===== src/core/rxsw_pkg.sv =====
// package for the receive status word builder: constants, layouts and carrier types
package rxsw_pkg;
    // status frame shape
    localparam int RXSW_WORDS = 6;
    localparam logic [2:0] RXSW_LAST_IDX = 3'h5;
    localparam logic [3:0] RXSW_TAG_FLAG = 4'h5;
    // ethernet constants
    localparam logic [15:0] RXSW_LT_CTRL = 16'h8808;
    localparam logic [15:0] RXSW_LT_VLAN = 16'h8100;
    localparam logic [15:0] RXSW_LT_MAXLEN = 16'h05DC;
    localparam logic [15:0] RXSW_OP_PAUSE = 16'h0001;
    localparam logic [15:0] RXSW_MIN_FRAME = 16'h0040;
    localparam logic [15:0] RXSW_MAX_FRAME = 16'h05EE;
    localparam logic [15:0] RXSW_MAX_VLAN_FRAME = 16'h05F2;
    localparam logic [47:0] RXSW_CTRL_MCAST = 48'h0100_00C2_8001;
    localparam logic [23:0] RXSW_IP_GRP_PREFIX = 24'h5E_0001;
    // word 3 field positions
    localparam int RXSW_B_BAD = 31;
    localparam int RXSW_B_FCS = 30;
    localparam int RXSW_B_BCAST = 29;
    localparam int RXSW_B_MCAST = 28;
    localparam int RXSW_CNT_HI = 27;
    localparam int RXSW_CNT_LO = 14;
    localparam int RXSW_CNT_W = 14;
    localparam int RXSW_B_ALIGN = 13;
    localparam int RXSW_B_LEN = 12;
    localparam int RXSW_B_BADOP = 11;
    localparam int RXSW_B_PAUSE = 10;
    localparam int RXSW_B_VLAN = 9;
    localparam int RXSW_B_OVSZ = 8;
    localparam int RXSW_B_CTRL = 7;
    localparam int RXSW_CS_HI = 5;
    localparam int RXSW_CS_LO = 3;
    localparam int RXSW_B_BCFLG = 2;
    localparam int RXSW_B_IPFLG = 1;
    localparam int RXSW_B_MCFLG = 0;
    // checksum check codes
    localparam logic [2:0] RXSW_CS_NONE = 3'h0;
    localparam logic [2:0] RXSW_CS_IP_OK = 3'h1;
    localparam logic [2:0] RXSW_CS_TCP_OK = 3'h2;
    localparam logic [2:0] RXSW_CS_UDP_OK = 3'h3;
    localparam logic [2:0] RXSW_CS_RSVD = 3'h4;
    localparam logic [2:0] RXSW_CS_IP_BAD = 3'h5;
    localparam logic [2:0] RXSW_CS_TCP_BAD = 3'h6;
    localparam logic [2:0] RXSW_CS_UDP_BAD = 3'h7;
    // register map, byte addresses
    localparam logic [3:0] RXSW_REG_CTRL = 4'h0;
    localparam logic [3:0] RXSW_REG_STA_LO = 4'h4;
    localparam logic [3:0] RXSW_REG_STA_HI = 4'h8;
    localparam logic [3:0] RXSW_REG_STATE = 4'hC;
    localparam logic [3:0] RXSW_CTRL_RST = 4'h4;
    localparam logic [1:0] RXSW_RESP_OKAY = 2'h0;
    localparam logic [1:0] RXSW_RESP_SLVERR = 2'h2;
    // transport protocol seen by the checksum engine
    typedef enum logic [1:0] {RXSW_L4_NONE, RXSW_L4_TCP, RXSW_L4_UDP} rxsw_l4_t;
    // per-frame summary from the receive path
    typedef struct packed {
        logic [47:0] dest_addr;
        logic [15:0] length_type_field;
        logic [15:0] opcode;
        logic [15:0] tci;
        logic [15:0] frame_bytes;
        logic [15:0] data_bytes;
        logic [15:0] raw_csum;
        logic fcs_bad;
        logic phy_err;
        logic nibble_misalign;
        logic padded;
        logic addr_filter_pass;
        logic mcast_filter_pass;
        logic pause_acted;
        logic ip_checked;
        logic ip_ok;
        rxsw_l4_t l4_kind;
        logic l4_ok;
    } rxsw_info_t;
    // control register fields
    typedef struct packed {
        logic nibble_mode;
        logic lt_check_en;
        logic jumbo_en;
        logic vlan_en;
    } rxsw_ctrl_t;
endpackage


===== src/core/rxsw_status_word.sv =====
// receive status frame builder with status stream master and register slave
`timescale 1ns/1ps
module rxsw_status_word
    import rxsw_pkg::*;
(
    input wire logic i_mclk,
    input wire logic i_rst,
    input wire logic i_ce,
    input wire logic i_info_valid,
    input wire rxsw_info_t i_info,
    output logic o_info_ready,
    output logic o_sts_tvalid,
    input wire logic i_sts_tready,
    output logic [31:0] o_sts_tdata,
    output logic o_sts_tlast,
    output logic o_data_release,
    input wire logic i_data_done,
    input wire logic [3:0] i_s_axi_awaddr,
    input wire logic i_s_axi_awvalid,
    output logic o_s_axi_awready,
    input wire logic [31:0] i_s_axi_wdata,
    input wire logic [3:0] i_s_axi_wstrb,
    input wire logic i_s_axi_wvalid,
    output logic o_s_axi_wready,
    output logic [1:0] o_s_axi_bresp,
    output logic o_s_axi_bvalid,
    input wire logic i_s_axi_bready,
    input wire logic [3:0] i_s_axi_araddr,
    input wire logic i_s_axi_arvalid,
    output logic o_s_axi_arready,
    output logic [31:0] o_s_axi_rdata,
    output logic [1:0] o_s_axi_rresp,
    output logic o_s_axi_rvalid,
    input wire logic i_s_axi_rready
);
    typedef enum logic [1:0] {RXSW_IDLE, RXSW_SEND, RXSW_DATA} rxsw_state_t;

    rxsw_state_t state_q;
    rxsw_ctrl_t ctrl_q;
    logic [47:0] station_q;
    logic [15:0] frame_cnt_q;
    logic [31:0] words_q [RXSW_WORDS];
    logic [2:0] idx_q;
    logic [31:0] w3_d;
    logic info_fire;
    logic sts_fire;
    logic is_ctrl, is_vlan, is_bcast, is_mcast, any_err;
    logic len_err, ovsz_err, fcs_err, align_err;
    logic [15:0] max_len;
    logic [2:0] cs_code;

    assign info_fire = i_ce && i_info_valid && o_info_ready;
    assign sts_fire = i_ce && o_sts_tvalid && i_sts_tready;

    // frame classification from the summary
    always_comb begin
        is_ctrl = i_info.length_type_field == RXSW_LT_CTRL;
        is_vlan = ctrl_q.vlan_en && (i_info.length_type_field == RXSW_LT_VLAN);
        is_bcast = &i_info.dest_addr;
        is_mcast = i_info.dest_addr[0];
        align_err = ctrl_q.nibble_mode && !i_info.fcs_bad && i_info.nibble_misalign;
        len_err = 1'b0;
        if (ctrl_q.lt_check_en && i_info.length_type_field <= RXSW_LT_MAXLEN) begin
            if (i_info.padded) begin
                len_err = i_info.frame_bytes != RXSW_MIN_FRAME;
            end else begin
                len_err = i_info.length_type_field != i_info.data_bytes;
            end
        end
        max_len = is_vlan ? RXSW_MAX_VLAN_FRAME : RXSW_MAX_FRAME;
        ovsz_err = !ctrl_q.jumbo_en && (i_info.frame_bytes > max_len);
        fcs_err = i_info.fcs_bad || i_info.phy_err;
        any_err = align_err || len_err || ovsz_err || fcs_err;
    end

    // checksum result code
    always_comb begin
        cs_code = RXSW_CS_NONE;
        if (i_info.ip_checked) begin
            if (!i_info.ip_ok) begin
                cs_code = RXSW_CS_IP_BAD;
            end else begin
                unique case (i_info.l4_kind)
                    RXSW_L4_NONE: cs_code = RXSW_CS_IP_OK;
                    RXSW_L4_TCP: cs_code = i_info.l4_ok ? RXSW_CS_TCP_OK : RXSW_CS_TCP_BAD;
                    RXSW_L4_UDP: cs_code = i_info.l4_ok ? RXSW_CS_UDP_OK : RXSW_CS_UDP_BAD;
                    default: cs_code = RXSW_CS_NONE;
                endcase
            end
        end
    end

    // word three assembly
    always_comb begin
        w3_d = 32'h0000_0000;
        w3_d[RXSW_B_BAD] = any_err;
        w3_d[RXSW_B_FCS] = fcs_err;
        w3_d[RXSW_B_BCAST] = is_bcast;
        w3_d[RXSW_B_MCAST] = is_mcast;
        if (i_info.frame_bytes[15:RXSW_CNT_W] != 2'h0) begin
            w3_d[RXSW_CNT_HI:RXSW_CNT_LO] = 14'h3FFF;
        end else begin
            w3_d[RXSW_CNT_HI:RXSW_CNT_LO] = i_info.frame_bytes[RXSW_CNT_W-1:0];
        end
        w3_d[RXSW_B_ALIGN] = align_err;
        w3_d[RXSW_B_LEN] = len_err;
        w3_d[RXSW_B_BADOP] = !any_err && is_ctrl && (i_info.opcode != RXSW_OP_PAUSE);
        w3_d[RXSW_B_PAUSE] = !any_err && is_ctrl && (i_info.opcode == RXSW_OP_PAUSE) &&
            (i_info.dest_addr == RXSW_CTRL_MCAST || i_info.dest_addr == station_q) &&
            i_info.pause_acted;
        w3_d[RXSW_B_VLAN] = is_vlan;
        w3_d[RXSW_B_OVSZ] = ovsz_err;
        w3_d[RXSW_B_CTRL] = is_ctrl;
        w3_d[RXSW_CS_HI:RXSW_CS_LO] = cs_code;
        w3_d[RXSW_B_BCFLG] = is_bcast && i_info.addr_filter_pass;
        w3_d[RXSW_B_IPFLG] = is_mcast && i_info.mcast_filter_pass &&
            (i_info.dest_addr[23:0] == RXSW_IP_GRP_PREFIX);
        w3_d[RXSW_B_MCFLG] = is_mcast && !is_bcast && i_info.mcast_filter_pass;
    end

    // capture of all six words per frame
    always_ff @(posedge i_mclk) begin
        if (i_rst) begin
            for (int i = 0; i < RXSW_WORDS; i++) begin
                words_q[i] <= 32'h0000_0000;
            end
        end else if (info_fire) begin
            words_q[0] <= {RXSW_TAG_FLAG, 28'h000_0000};
            words_q[1] <= {16'h0000, i_info.dest_addr[47:32]};
            words_q[2] <= i_info.dest_addr[31:0];
            words_q[3] <= w3_d;
            words_q[4] <= {i_info.length_type_field, i_info.raw_csum};
            words_q[5] <= {i_info.tci, i_info.frame_bytes};
        end
    end

    // frame sequencer: status stream first, then data release
    always_ff @(posedge i_mclk) begin
        if (i_rst) begin
            state_q <= RXSW_IDLE;
            idx_q <= 3'h0;
            o_info_ready <= 1'b1;
            o_sts_tvalid <= 1'b0;
            o_sts_tlast <= 1'b0;
            o_sts_tdata <= 32'h0000_0000;
            o_data_release <= 1'b0;
            frame_cnt_q <= 16'h0000;
        end else if (i_ce) begin
            unique case (state_q)
                RXSW_IDLE: begin
                    if (i_info_valid) begin
                        state_q <= RXSW_SEND;
                        o_info_ready <= 1'b0;
                        o_sts_tvalid <= 1'b1;
                        o_sts_tdata <= {RXSW_TAG_FLAG, 28'h000_0000};
                        o_sts_tlast <= 1'b0;
                        idx_q <= 3'h0;
                    end
                end
                RXSW_SEND: begin
                    if (i_sts_tready) begin
                        if (idx_q == RXSW_LAST_IDX) begin
                            state_q <= RXSW_DATA;
                            o_sts_tvalid <= 1'b0;
                            o_sts_tlast <= 1'b0;
                            o_data_release <= 1'b1;
                        end else begin
                            idx_q <= idx_q + 3'h1;
                            o_sts_tdata <= words_q[idx_q + 3'h1];
                            o_sts_tlast <= (idx_q + 3'h1) == RXSW_LAST_IDX;
                        end
                    end
                end
                RXSW_DATA: begin
                    if (i_data_done) begin
                        state_q <= RXSW_IDLE;
                        o_data_release <= 1'b0;
                        o_info_ready <= 1'b1;
                        frame_cnt_q <= frame_cnt_q + 16'h0001;
                    end
                end
            endcase
        end
    end

    // register slave: write address and data latches
    logic aw_have_q, w_have_q;
    logic [3:0] aw_addr_q;
    logic [31:0] w_data_q;
    logic [3:0] w_strb_q;
    always_ff @(posedge i_mclk) begin
        if (i_rst) begin
            aw_have_q <= 1'b0;
            w_have_q <= 1'b0;
            aw_addr_q <= 4'h0;
            w_data_q <= 32'h0000_0000;
            w_strb_q <= 4'h0;
            o_s_axi_awready <= 1'b1;
            o_s_axi_wready <= 1'b1;
        end else if (i_ce) begin
            if (i_s_axi_awvalid && o_s_axi_awready) begin
                aw_have_q <= 1'b1;
                aw_addr_q <= i_s_axi_awaddr;
                o_s_axi_awready <= 1'b0;
            end
            if (i_s_axi_wvalid && o_s_axi_wready) begin
                w_have_q <= 1'b1;
                w_data_q <= i_s_axi_wdata;
                w_strb_q <= i_s_axi_wstrb;
                o_s_axi_wready <= 1'b0;
            end
            if (o_s_axi_bvalid && i_s_axi_bready) begin
                aw_have_q <= 1'b0;
                w_have_q <= 1'b0;
                o_s_axi_awready <= 1'b1;
                o_s_axi_wready <= 1'b1;
            end
        end
    end

    // register slave: write commit and response
    always_ff @(posedge i_mclk) begin
        if (i_rst) begin
            ctrl_q <= RXSW_CTRL_RST;
            station_q <= 48'h0000_0000_0000;
            o_s_axi_bvalid <= 1'b0;
            o_s_axi_bresp <= RXSW_RESP_OKAY;
        end else if (i_ce) begin
            if (aw_have_q && w_have_q && !o_s_axi_bvalid) begin
                o_s_axi_bvalid <= 1'b1;
                o_s_axi_bresp <= RXSW_RESP_OKAY;
                unique case (aw_addr_q)
                    RXSW_REG_CTRL: if (w_strb_q[0]) ctrl_q <= w_data_q[3:0];
                    RXSW_REG_STA_LO: begin
                        for (int b = 0; b < 4; b++) begin
                            if (w_strb_q[b]) station_q[b*8 +: 8] <= w_data_q[b*8 +: 8];
                        end
                    end
                    RXSW_REG_STA_HI: begin
                        for (int b = 0; b < 2; b++) begin
                            if (w_strb_q[b]) station_q[32 + b*8 +: 8] <= w_data_q[b*8 +: 8];
                        end
                    end
                    RXSW_REG_STATE: o_s_axi_bresp <= RXSW_RESP_OKAY; // read-only, write ignored
                    default: o_s_axi_bresp <= RXSW_RESP_SLVERR;
                endcase
            end else if (o_s_axi_bvalid && i_s_axi_bready) begin
                o_s_axi_bvalid <= 1'b0;
            end
        end
    end

    // register slave: read path, answer one cycle after address
    always_ff @(posedge i_mclk) begin
        if (i_rst) begin
            o_s_axi_arready <= 1'b1;
            o_s_axi_rvalid <= 1'b0;
            o_s_axi_rdata <= 32'h0000_0000;
            o_s_axi_rresp <= RXSW_RESP_OKAY;
        end else if (i_ce) begin
            if (i_s_axi_arvalid && o_s_axi_arready) begin
                o_s_axi_arready <= 1'b0;
                o_s_axi_rvalid <= 1'b1;
                o_s_axi_rresp <= RXSW_RESP_OKAY;
                unique case (i_s_axi_araddr)
                    RXSW_REG_CTRL: o_s_axi_rdata <= {28'h000_0000, ctrl_q};
                    RXSW_REG_STA_LO: o_s_axi_rdata <= station_q[31:0];
                    RXSW_REG_STA_HI: o_s_axi_rdata <= {16'h0000, station_q[47:32]};
                    RXSW_REG_STATE: o_s_axi_rdata <= {14'h0000, state_q, frame_cnt_q};
                    default: begin
                        o_s_axi_rdata <= 32'h0000_0000;
                        o_s_axi_rresp <= RXSW_RESP_SLVERR;
                    end
                endcase
            end else if (o_s_axi_rvalid && i_s_axi_rready) begin
                o_s_axi_rvalid <= 1'b0;
                o_s_axi_arready <= 1'b1;
            end
        end
    end

    // checks on the status stream and word contents
    logic w3_beat;
    assign w3_beat = o_sts_tvalid && idx_q == 3'h3;

    tag_first_a: assert property (@(posedge i_mclk) disable iff (i_rst)
        info_fire |=> o_sts_tvalid && o_sts_tdata[31:28] == RXSW_TAG_FLAG && idx_q == 3'h0)
        else $error("first status word lacks tag");
    order_a: assert property (@(posedge i_mclk) disable iff (i_rst)
        o_data_release |-> !o_sts_tvalid && state_q == RXSW_DATA)
        else $error("data released while status pending");
    release_a: assert property (@(posedge i_mclk) disable iff (i_rst)
        sts_fire && o_sts_tlast |=> o_data_release && !o_sts_tvalid)
        else $error("data not released after last status word");
    hold_beat_a: assert property (@(posedge i_mclk) disable iff (i_rst)
        o_sts_tvalid && !sts_fire |=> o_sts_tvalid && $stable(o_sts_tdata) && $stable(o_sts_tlast))
        else $error("status beat changed while stalled");
    fresh_word_a: assert property (@(posedge i_mclk) disable iff (i_rst)
        info_fire |=> words_q[3] == $past(w3_d) && words_q[5][15:0] == $past(i_info.frame_bytes))
        else $error("word three not recomputed");
    cs_reserved_a: assert property (@(posedge i_mclk) disable iff (i_rst)
        w3_beat |-> o_sts_tdata[RXSW_CS_HI:RXSW_CS_LO] != RXSW_CS_RSVD)
        else $error("reserved checksum code sent");
    bad_any_a: assert property (@(posedge i_mclk) disable iff (i_rst)
        w3_beat && (o_sts_tdata[RXSW_B_FCS] || o_sts_tdata[RXSW_B_LEN] || o_sts_tdata[RXSW_B_ALIGN] ||
        o_sts_tdata[RXSW_B_OVSZ]) |-> o_sts_tdata[RXSW_B_BAD])
        else $error("error without bad frame flag");
    pause_clean_a: assert property (@(posedge i_mclk) disable iff (i_rst)
        w3_beat && o_sts_tdata[RXSW_B_PAUSE] |-> o_sts_tdata[RXSW_B_CTRL] && !o_sts_tdata[RXSW_B_BAD]
        && !o_sts_tdata[RXSW_B_BADOP])
        else $error("pause flag on bad or non control frame");
    badop_clean_a: assert property (@(posedge i_mclk) disable iff (i_rst)
        w3_beat && o_sts_tdata[RXSW_B_BADOP] |-> o_sts_tdata[RXSW_B_CTRL] && !o_sts_tdata[RXSW_B_BAD])
        else $error("bad opcode flag on bad or non control frame");
    group_flags_a: assert property (@(posedge i_mclk) disable iff (i_rst)
        w3_beat && (o_sts_tdata[RXSW_B_IPFLG] || o_sts_tdata[RXSW_B_MCFLG]) |-> o_sts_tdata[RXSW_B_MCAST])
        else $error("group flag without multicast destination");
    broadcast_passed_flag_a: assert property (@(posedge i_mclk) disable iff (i_rst)
        w3_beat && o_sts_tdata[RXSW_B_BCFLG] |-> o_sts_tdata[RXSW_B_BCAST] && !o_sts_tdata[RXSW_B_MCFLG])
        else $error("broadcast flag inconsistent");
    jumbo_ovsz_a: assert property (@(posedge i_mclk) disable iff (i_rst)
        info_fire && ctrl_q.jumbo_en |=> !words_q[3][RXSW_B_OVSZ])
        else $error("oversize flagged with jumbo enabled");
    align_mode_a: assert property (@(posedge i_mclk) disable iff (i_rst)
        info_fire && !ctrl_q.nibble_mode |=> !words_q[3][RXSW_B_ALIGN])
        else $error("alignment flagged outside nibble mode");

    frame_cov_c: cover property (@(posedge i_mclk) disable iff (i_rst)
        sts_fire && o_sts_tlast ##[1:20] o_data_release && i_data_done);
    stall_cov_c: cover property (@(posedge i_mclk) disable iff (i_rst)
        o_sts_tvalid && !i_sts_tready ##1 sts_fire);
    pause_cov_c: cover property (@(posedge i_mclk) disable iff (i_rst)
        w3_beat && o_sts_tdata[RXSW_B_PAUSE]);
endmodule


===== config.mk =====
export PLATFORM = sky130hd
export DESIGN_NAME = rxsw_status_word
export DESIGN_NICKNAME = d
export VERILOG_FILES = /design/src/core/rxsw_pkg.sv /design/src/core/rxsw_status_word.sv
export SDC_FILE = /design/constraint.sdc
export NUM_CORES = 1
export LEC_CHECK = 0
export BUFFER_PORTS_ARGS = -buffer_cell sky130_fd_sc_hd__buf_2
export CAP_MARGIN = 20
export CELL_PAD_IN_SITES_DETAIL_PLACEMENT = 0
export CELL_PAD_IN_SITES_GLOBAL_PLACEMENT = 1
export CORE_MARGIN = 5
export CORE_UTILIZATION = 30
export CTS_CLUSTER_SIZE = 12
export DETAILED_ROUTE_END_ITERATION = 10
export MAX_ROUTING_LAYER = met4
export PLACE_DENSITY_LB_ADDON = 0.1
export SETUP_SLACK_MARGIN = 0.3
export SYNTH_ARGS = -nofsm -noshare
export SYNTH_HDL_FRONTEND = slang
export SYNTH_SLANG_ARGS = --single-unit

===== constraint.sdc =====
create_clock -name i_mclk -period 10.15 [get_ports i_mclk]
set_input_delay 2.03 -clock i_mclk [delete_from_list [all_inputs] [get_ports i_mclk]]
set_output_delay 2.03 -clock i_mclk [all_outputs]
set_load 0.005 [all_outputs]

==> metrics, run 1 <==
Worst Min Path Start o_sts_tdata[13]; I/O pins approximately 290; Max FO, Critical Path 67; DP HPWL 40,000 um; worst hold slack ~450 ps; core area 50,000 sq um; Async SR Flop Fraction 0; Hold WC Path Type reg2reg; Req. time, crit path 10,330 ps; Yosys reg bits ~330; Chip Height 234 um; status finished, final reports clean; CTS max path bufs 3; R2R Setup Slk around 7200 ps; worst vdd ir 74.7 uV; Num CTS Buffers 41; Register Area ~8100 sq um; CP startpoint kind input pin; WS Path Type in2reg; Synth cell types 65; DRT iter0 DRCs 758; RSZ-0062 raised after global routing no; utilization after layout 0.369; Clock Sinks 333; relative slew slack 0.344; fin crit period 4390 ps; largest net degree at the start of global routing 80; R2R depth 4; mapped cell area 15,100 sq um; Internal 2400 uW; number of max-cap violations 0; Final Max Tran Viols 0; Worst Path Arrival 4570 ps; Initial Utilization 0.302; Critical R2R Launch o_info_ready; Avg Cell Area, Syn 10.2 sq um; drt drc 0; sequential power share 0.469; gpl congestion 0.870; Antenna Nets Post-Route 0; GRT Total Usage 0.195; Fin Setup TNS 0 ps; via-per-instance ratio just under 5; total gr overflow 0; clock network latency to the later pin of the worst-skew pair 560 ps; share of cells above drive strength 1 0.231; hold depth 2; First-pass DRT Iterations 5; number of global-route vias before repair between 10k and 15k; CTS tree done; die width ~230 um; area grow syn2layout 22.1%; synthesized instance count 1,483; Fill cells approximately 5.2k; Net Sw Frac 0.244; via count 11.9k; sequential fraction of the synthesis area 0.536; Worst setup EP type flop; global-route wire length before repair 77,600 um; multi-input logic area about 6600 sq um; P_leak approximately 0.0070 uW; Combinational Power Share 0.082; measured slew at the worst slew-check pin between 900 and 1000 ps; post_cts resized 0; WL/cell 21.9 um; Worst Skew ~15 ps; Final Setup Violations 0; synthesis warning total 0; cts hold-fix bufs 0; die area 54,900 sq um; Reg clk slew, reported paths approximately 50 ps; WL final 53,700 um; top_reg_cell synth dfxtp_1; worst-case hold path end point o_sts_tdata[13]; power per cell area 172 nW/um^2; initial antenna violation count 19; Fin. Hold Viols 0; FP Rows approximately 80; IO buf count ~290; Max Freq 228 MHz; Clk pwr share 0.449; crit share post-route 0.433; htree depth 2; setup bufs post-CTS 0; nets@finish between 1.5k and 2k; RR Endpoint words_q[2][12]; Root Buffer clkbuf_16; Net Switching 773 uW; number of synthesized flops with an enable pin 142
## power by group through the flow
| stage | Combinational, uW | Sequential [uW] | Clock [uW] |
|---|---|---|---|
| after floorplan | 143 | 1510 | 0 |
| after global placement | 263 | 1520 | 0 |
| after detailed placement | 264 | 1520 | 0 |
| after CTS | 265 | 1490 | 1470 |
| after global routing | 286 | 1490 | 1510 |
| final | 259 | 1490 | 1420 |
## area by class of cell
type	instances	share of cell area
Tap cell	672	0.0456
Clock buffer	60	0.0629
Clock inverter	13	0.00692
Multi-Input combinational cell	1037	0.357
Timing Repair Buffer	299	0.0834
Sequential cell	333	0.439
Antenna cell	16	0.00217
Inverter	17	0.00346
## state kept, by name, indices dropped and copies added (netlist names), 4 cells and up
signal and count:
station_q 48, frame_cnt_q 16, w_strb_q 4, w_data_q 32, o_s_axi_rdata 32, aw_addr_q 4
o_sts_tdata 32, words_q 143, ctrl_q 4
## routing by layer
layer  share of wire  track usage  routed length, um
met3           0.056       0.0394               3020
met1            0.45        0.260              24200
met2            0.47        0.306              25500
met5               0            -                  0
met4           0.018       0.0478                983
## metrics by stage
stage	std cells	instance area, sq um	power [uW]	setup slack, ps
2_1_floorplan	1484	15100	1650	3620
3_3_place_gp	2358	17100	1780	5190
3_5_place_dp	2358	17100	1780	5100
4_1_cts	2431	18400	3220	5720
5_1_grt	2446	18400	3290	5550
6_report	2447	18400	3170	5760
## how the worst max path moves through the flow
stage,from,to,slack [ps],cells past startpoint
2_1_floorplan,i_rst,words_q[1][0],3620,3
3_3_place_gp,i_ce,words_q[1][1],5190,5
3_5_place_dp,i_ce,words_q[1][5],5100,5
4_1_cts,i_ce,words_q[2][12],5720,5
5_1_grt,i_ce,words_q[3][11],5550,5
6_report,i_ce,words_q[2][12],5760,5
## placed cells by master, fill, tap and decap left out, types with 4 or more instances in the layout
cell / instances
nand2_1: 182
edfxtp_1: 142
nor3_1: 15
a21oi_1: 101
dfxtp_1: 190
diode_2: 16
or4_1: 4
a211oi_1: 5
inv_1: 17
o211ai_1: 15
xnor2_1: 60
a31oi_1: 4
xor2_1: 17
nand2b_1: 18
clkbuf_1: 15
and2_1: 115
mux4_2: 4
o21ai_0: 30
clkinv_2: 4
nor2_1: 108
buf_4: 14
clkbuf_16: 43
nand4_1: 33
nand3_1: 61
o21ai_1: 7
a22oi_1: 45
a22o_1: 12
nor4_1: 22
mux2_2: 30
ha_1: 14
mux2i_1: 73
buf_2: 284
## critical path, cell delays in order
cell and delay, ps:
buf_2 320, nand3_1 260, nand2b_4 370, buf_4 760, buf_4 720
## cell families (layout without fill, tap and decap cells)
kind of cell	count (synthesis)	count (layout)	share of synthesized area
mux	107	107	0.0767
other cells	1	18	0.000248
fa+ha+maj	14	14	0.0116
compound gates	240	240	0.0987
xor+xnor	79	79	0.0458
buf+inv	114	389	0.0323
flops	333	333	0.536
simple gates	595	595	0.199
## Yosys cell counts, types with 7 or more instances
| library cell | instances | area share |
|---|---|---|
| o21ai_1 | 7 | 0.0023 |
| xor2_1 | 18 | 0.010 |
| nand2b_1 | 19 | 0.0079 |
| mux2i_1 | 73 | 0.048 |
| buf_2 | 29 | 0.0096 |
| a22oi_1 | 45 | 0.022 |
| and2_1 | 115 | 0.048 |
| nand2_1 | 182 | 0.045 |
| nor2_1 | 108 | 0.027 |
| nand4_1 | 33 | 0.014 |
| a22o_1 | 12 | 0.0070 |
| nand3_1 | 61 | 0.020 |
| xnor2_1 | 61 | 0.035 |
| inv_1 | 17 | 0.0042 |
| clkbuf_1 | 55 | 0.014 |
| nor3_1 | 16 | 0.0053 |
| dfxtp_1 | 191 | 0.25 |
| mux2_2 | 30 | 0.022 |
| edfxtp_1 | 142 | 0.28 |
| ha_1 | 14 | 0.012 |
| nor4_1 | 22 | 0.0091 |
| o211ai_1 | 15 | 0.0075 |
| a21oi_1 | 101 | 0.033 |
| o21ai_0 | 30 | 0.0099 |
(Power assumes the default switching activity.)
==> inputs of run 2 (changes only) <==
==> constraint.sdc (replaced) <==
create_clock -name i_mclk -period 4.4 [get_ports i_mclk]
set_input_delay 0.88 -clock i_mclk [delete_from_list [all_inputs] [get_ports i_mclk]]
set_output_delay 0.88 -clock i_mclk [all_outputs]
set_load 0.005 [all_outputs]
==> metrics, run 2 (same netlist as run 1, synthesis figures left out) <==
status finished, final reports clean; First-pass DRT Iterations 6; Clk pwr share 0.461; total gr overflow 0; measured slew at the worst slew-check pin about 1100 ps; Chip Height about 230 um; placed cells around 2.4k; RR Endpoint o_sts_tdata[6]; Antenna Nets Post-Route 0; CP endpoint words_q[3][10]; Max FO, Critical Path 4; share of cells above drive strength 1 0.235; Tot Pwr approximately 7500 uW; Setup crit start i_info[103]; Critical R2R Launch idx_q[0]; relative slew slack 0.281; fin crit period 2910 ps; largest net degree at the start of global routing 113; worst hold slack ~450 ps; die width 234 um; WS Path Type in2reg; Final Setup Violations 0; final worst slack between 1000 and 1500 ps; Worst Skew 29.7 ps; Fin. Hold Viols 0; Fin Setup TNS 0 ps; Net Switching roughly 1800 uW; post_cts resized 0; via-per-instance ratio ~4.8; Reg with most FFs words_q; Initial Utilization 0.302; Post-Layout Cell Count 2,458; most common cell after layout, fill and taps aside buf_2; clock network latency to the later pin of the worst-skew pair 570 ps; Net Sw Frac 0.243; WL final between 50,000 and 60,000 um; GRT Total Usage 0.197; R2R Setup Slk 1540 ps; power per cell area 403 nW/um^2; Worst Path Arrival ~3300 ps; IO buf count 285; initial antenna violation count 20; Largest register FFs 143; setup bufs post-CTS 0; top flop regs words_q x143, station_q x48; via count ~12k; Max Freq around 340 MHz; Internal 5660 uW; Reg clk slew, reported paths approximately 50 ps; CP startpoint kind input pin; Hold WC Path Type reg2reg; hold depth 2; DP HPWL 40,200 um; Num CTS Buffers 42; gpl congestion about 0.87; FP Rows 82; most frequent cells in the layout 284 x buf_2, 190 x dfxtp_1, 182 x nand2_1; worst vdd ir 234 uV; nets@finish roughly 2.0k; I/O pins 288; number of max-cap violations 0; CTS tree done; Root Buffer clkbuf_16; number of global-route vias before repair 12.0k; Worst setup EP type flop; Final Max Tran Viols 0; core area 50,000 sq um; die area 54,900 sq um; DRT iter0 DRCs 809; WL/cell 22.0 um; area grow syn2layout 22.9%; cts hold-fix bufs 0; dpl ws about 940 ps; Combinational Power Share 0.081; R2R depth 8; Fill cells 5,198; global-route wire length before repair between 70,000 and 80,000 um; htree depth 2; sequential power share 0.457; RSZ-0062 raised after global routing no; CTS max path bufs 3; drt drc 0; P_leak 0.00706 uW; crit share post-route 0.661; Req. time, crit path 4780 ps; Clock Sinks around 330
[run 2: cell types whose count changed in the layout (fill, tap and decap cells not counted), moves of 2 or more]
cell      delta
buf_12       +2
clkbuf_1     -2
clkbuf_8     +6
diode_2      +4
[run 2: area by class of cell]
cell class | count | area, sq um | share of cell area
Antenna cell | 20 | 50.0 | 0.00270
Clock buffer | 63 | 1210 | 0.0652
Clock inverter | 14 | 166 | 0.00896
Inverter | 17 | 63.8 | 0.00344
Multi-Input combinational cell | 1037 | 6560 | 0.353
Sequential cell | 333 | 8090 | 0.436
Tap cell | 672 | 841 | 0.0453
Timing Repair Buffer | 302 | 1590 | 0.0854
[run 2: per-layer routing]
layer,part of all wire,global-route usage,vias up
met5,0,-,-
met4,0.034,0.0743,0
met3,0.057,0.0450,84
met2,0.46,0.304,300
met1,0.44,0.254,5693
li1,-,-,5801
[run 2: per-stage QoR]
stage,cell area (sq um),util
CTS,18500,0.371
finish,18600,0.372
detailed placement,17100,0.343
global placement,17100,0.343
global route,18600,0.371
floorplan,15100,-
[run 2: worst max-delay path, stage by stage]
cell,delay (ps)
buf_2,110
or4_1,530
or3_2,520
inv_1,110
ha_1,250
a211oi_1,220
nor2_1,70
o21ai_0,150
a221o_1,240
nor4bb_1,210
[run 2: worst min-delay path by stage]
stage / endpoint / start / slack [ps]
floorplan: words_q[0][28] / words_q[0][28] / 430
global placement: o_sts_tdata[12] / o_sts_tdata[12] / 440
detailed placement: o_sts_tdata[12] / o_sts_tdata[12] / 450
CTS: o_sts_tdata[12] / o_sts_tdata[12] / 450
global route: w_data_q[28] / w_data_q[28] / 470
finish: o_sts_tlast / o_sts_tlast / 450
[run 2: power by group through the flow]
| stage | logic (uW) | clock network (uW) | registers (uW) |
|---|---|---|---|
| 2_1_floorplan | 329 | 0 | 3470 |
| 3_3_place_gp | 615 | 0 | 3490 |
| 3_5_place_dp | 618 | 0 | 3490 |
| 4_1_cts | 620 | 3560 | 3420 |
| 5_1_grt | 667 | 3690 | 3440 |
| 6_report | 609 | 3450 | 3420 |
==> inputs of run 3 (changes only) <==
==> constraint.sdc (replaced) <==
create_clock -name i_mclk -period 2.62 [get_ports i_mclk]
set_input_delay 0.524 -clock i_mclk [delete_from_list [all_inputs] [get_ports i_mclk]]
set_output_delay 0.524 -clock i_mclk [all_outputs]
set_load 0.005 [all_outputs]
==> metrics, run 3 (same netlist as run 1, synthesis figures left out) <==
M1 GR Usage 0.250; gpl congestion 0.864; fin crit period 2330 ps; Reg with most FFs words_q; First-pass DRT Iterations 7; top flop regs words_q x143, station_q x48; initial antenna violation count 12; RSZ-0062 raised after global routing yes; Root Buffer clkbuf_16; worst vdd ir 399 uV; crit path buf inv count 1; grt met2 use 0.322; number of max-cap violations 0; Fill cells about 5k; Max FO, Critical Path 4; most frequent cells in the layout 284 x buf_2, 189 x dfxtp_1, 182 x nand2_1; Reg clk slew, reported paths ~50 ps; measured slew at the worst slew-check pin 979 ps; power per cell area 655 nW/um^2; gr busiest metal met2; Crit path largest cell delay 520 ps; die area 54,900 sq um; FP Rows 82; CTS max path bufs 3; CTS tree done; Largest register FFs around 140; Antenna Nets Post-Route 0; core area 50,000 sq um; WS Path Type in2reg; clock network latency to the later pin of the worst-skew pair 560 ps; RR Endpoint words_q[3][11]; Tot Pwr 12,400 uW; Max Freq about 430 MHz; IO buf count about 290; drt drc 0; WL/cell roughly 22 um; Cell Chain, Critical Path buf_2 > or4_4 > or3_4 > ha_4 > o21ai_1 > nor2_1 > o21ai_1 > a221o_1 > and4_1; Chip Height 234 um; Worst Min Path Start i_rst; Req. time, crit path 2920 ps; die width 234 um; DRT iter0 DRCs 817; most common cell after layout, fill and taps aside buf_2; Worst Path Arrival 2630 ps; hold depth 2; utilization after layout 0.378; nets@finish 1,992; placed cells 2,395; Critical R2R Launch ctrl_q[0]; CP max-delay cell or4_4; Worst Skew 21.4 ps; Hold WC Path Type in2reg; Placed Area 17,500 sq um; largest net degree at the start of global routing 186; worst hold slack between 150 and 200 ps; GRT Total Usage 0.196; total gr overflow 0; crit share post-route 0.890; htree depth 2; R2R depth 8; relative slew slack 0.347; P_leak 0.00724 uW; WL final 53,900 um; Initial Utilization 0.302; via-per-instance ratio 4.83; Finished Cell Area 18,900 sq um; Num CTS Buffers 41; status finished, final reports clean; share of cells above drive strength 1 0.254; Fin. Hold Viols 0; Crit path top cell by count o21ai_1; DP HPWL 40,700 um; Final Max Tran Viols 0; number of global-route vias before repair 12.2k; global-route wire length before repair 78,200 um; R2R Setup Slk 360 ps; Clock Sinks 333; I/O pins 288; via count 12.0k; Top delay family on crit path simple AND/OR/NAND/NOR gates; Worst setup EP type flop; Post-Layout Cell Count 2,481; area grow syn2layout 25.2%; GRT met3 Usage 0.0410; CP startpoint kind input pin; Final Setup Violations 0; worst-case hold path end point words_q[0][28]
[run 3: changes by cell type in the layout (fill, tap and decap cells not counted), sizes merged]
cell	change
bufinv	-1
diode	-9
inv	-1
clkinvlp	-1
clkinv	+5
clkbuf	-5
buf	+35
[run 3: worst max-delay path by stage]
| stage | end | startpoint | slack, ps | depth (start not counted) |
|---|---|---|---|---|
| after detailed placement | words_q[3][31] | i_info[94] | -240 | 11 |
| after floorplan | words_q[3][11] | i_info[103] | 20 | 8 |
| final | words_q[3][11] | i_info[103] | 290 | 9 |
| after global routing | words_q[3][10] | i_info[94] | 200 | 10 |
| after global placement | words_q[3][31] | i_info[103] | -220 | 10 |
| after CTS | words_q[3][31] | i_info[94] | 320 | 11 |
[run 3: routing by layer]
metal / vias to the layer above / routed length [um]
li1: 5869 / -
met1: 5731 / 23600
met2: 314 / 26200
met3: 73 / 3070
met4: 0 / 1130
met5: - / 0
[run 3: worst reg2reg max path: cells and delay by family, from the launching register on]
family | cells | cell delay, ps
AOI/OAI and AO/OA | 3 | 510
adders and majority gates | 1 | 290
DFF | 1 | 410
and+or+nand+nor | 4 | 790
[run 3: cell type report]
type	instances	area, sq um	area share
Sequential cell	333	8090	0.428
Multi-Input combinational cell	1037	6640	0.351
Timing Repair Buffer	337	1930	0.102
Clock buffer	58	1180	0.0622
Tap cell	672	841	0.0445
Clock inverter	16	130	0.00688
Inverter	17	66.3	0.00351
Antenna cell	11	27.5	0.00146
[run 3: timing repair]
item,4_1_cts,5_1_grt
endpoints found under the setup margin,6,20
resized for setup,2,8
setup buffers,0,1
pin swaps,0,2
hold buffers,0,0
[run 3: metrics by stage]
step / TNS, ps / worst slack [ps]
after floorplan: 0 / 24.4
after global placement: -818 / -224
after detailed placement: -853 / -237
after CTS: 0 / 321
after global routing: 0 / 197
final: 0 / 288
[run 3: power by group]
group          internal (uW)  switching, uW  total (uW)
clock                   3320           2240        5550
combinational            428            662        1090
sequential              5640            106        5750
total                   9390           3010       12400
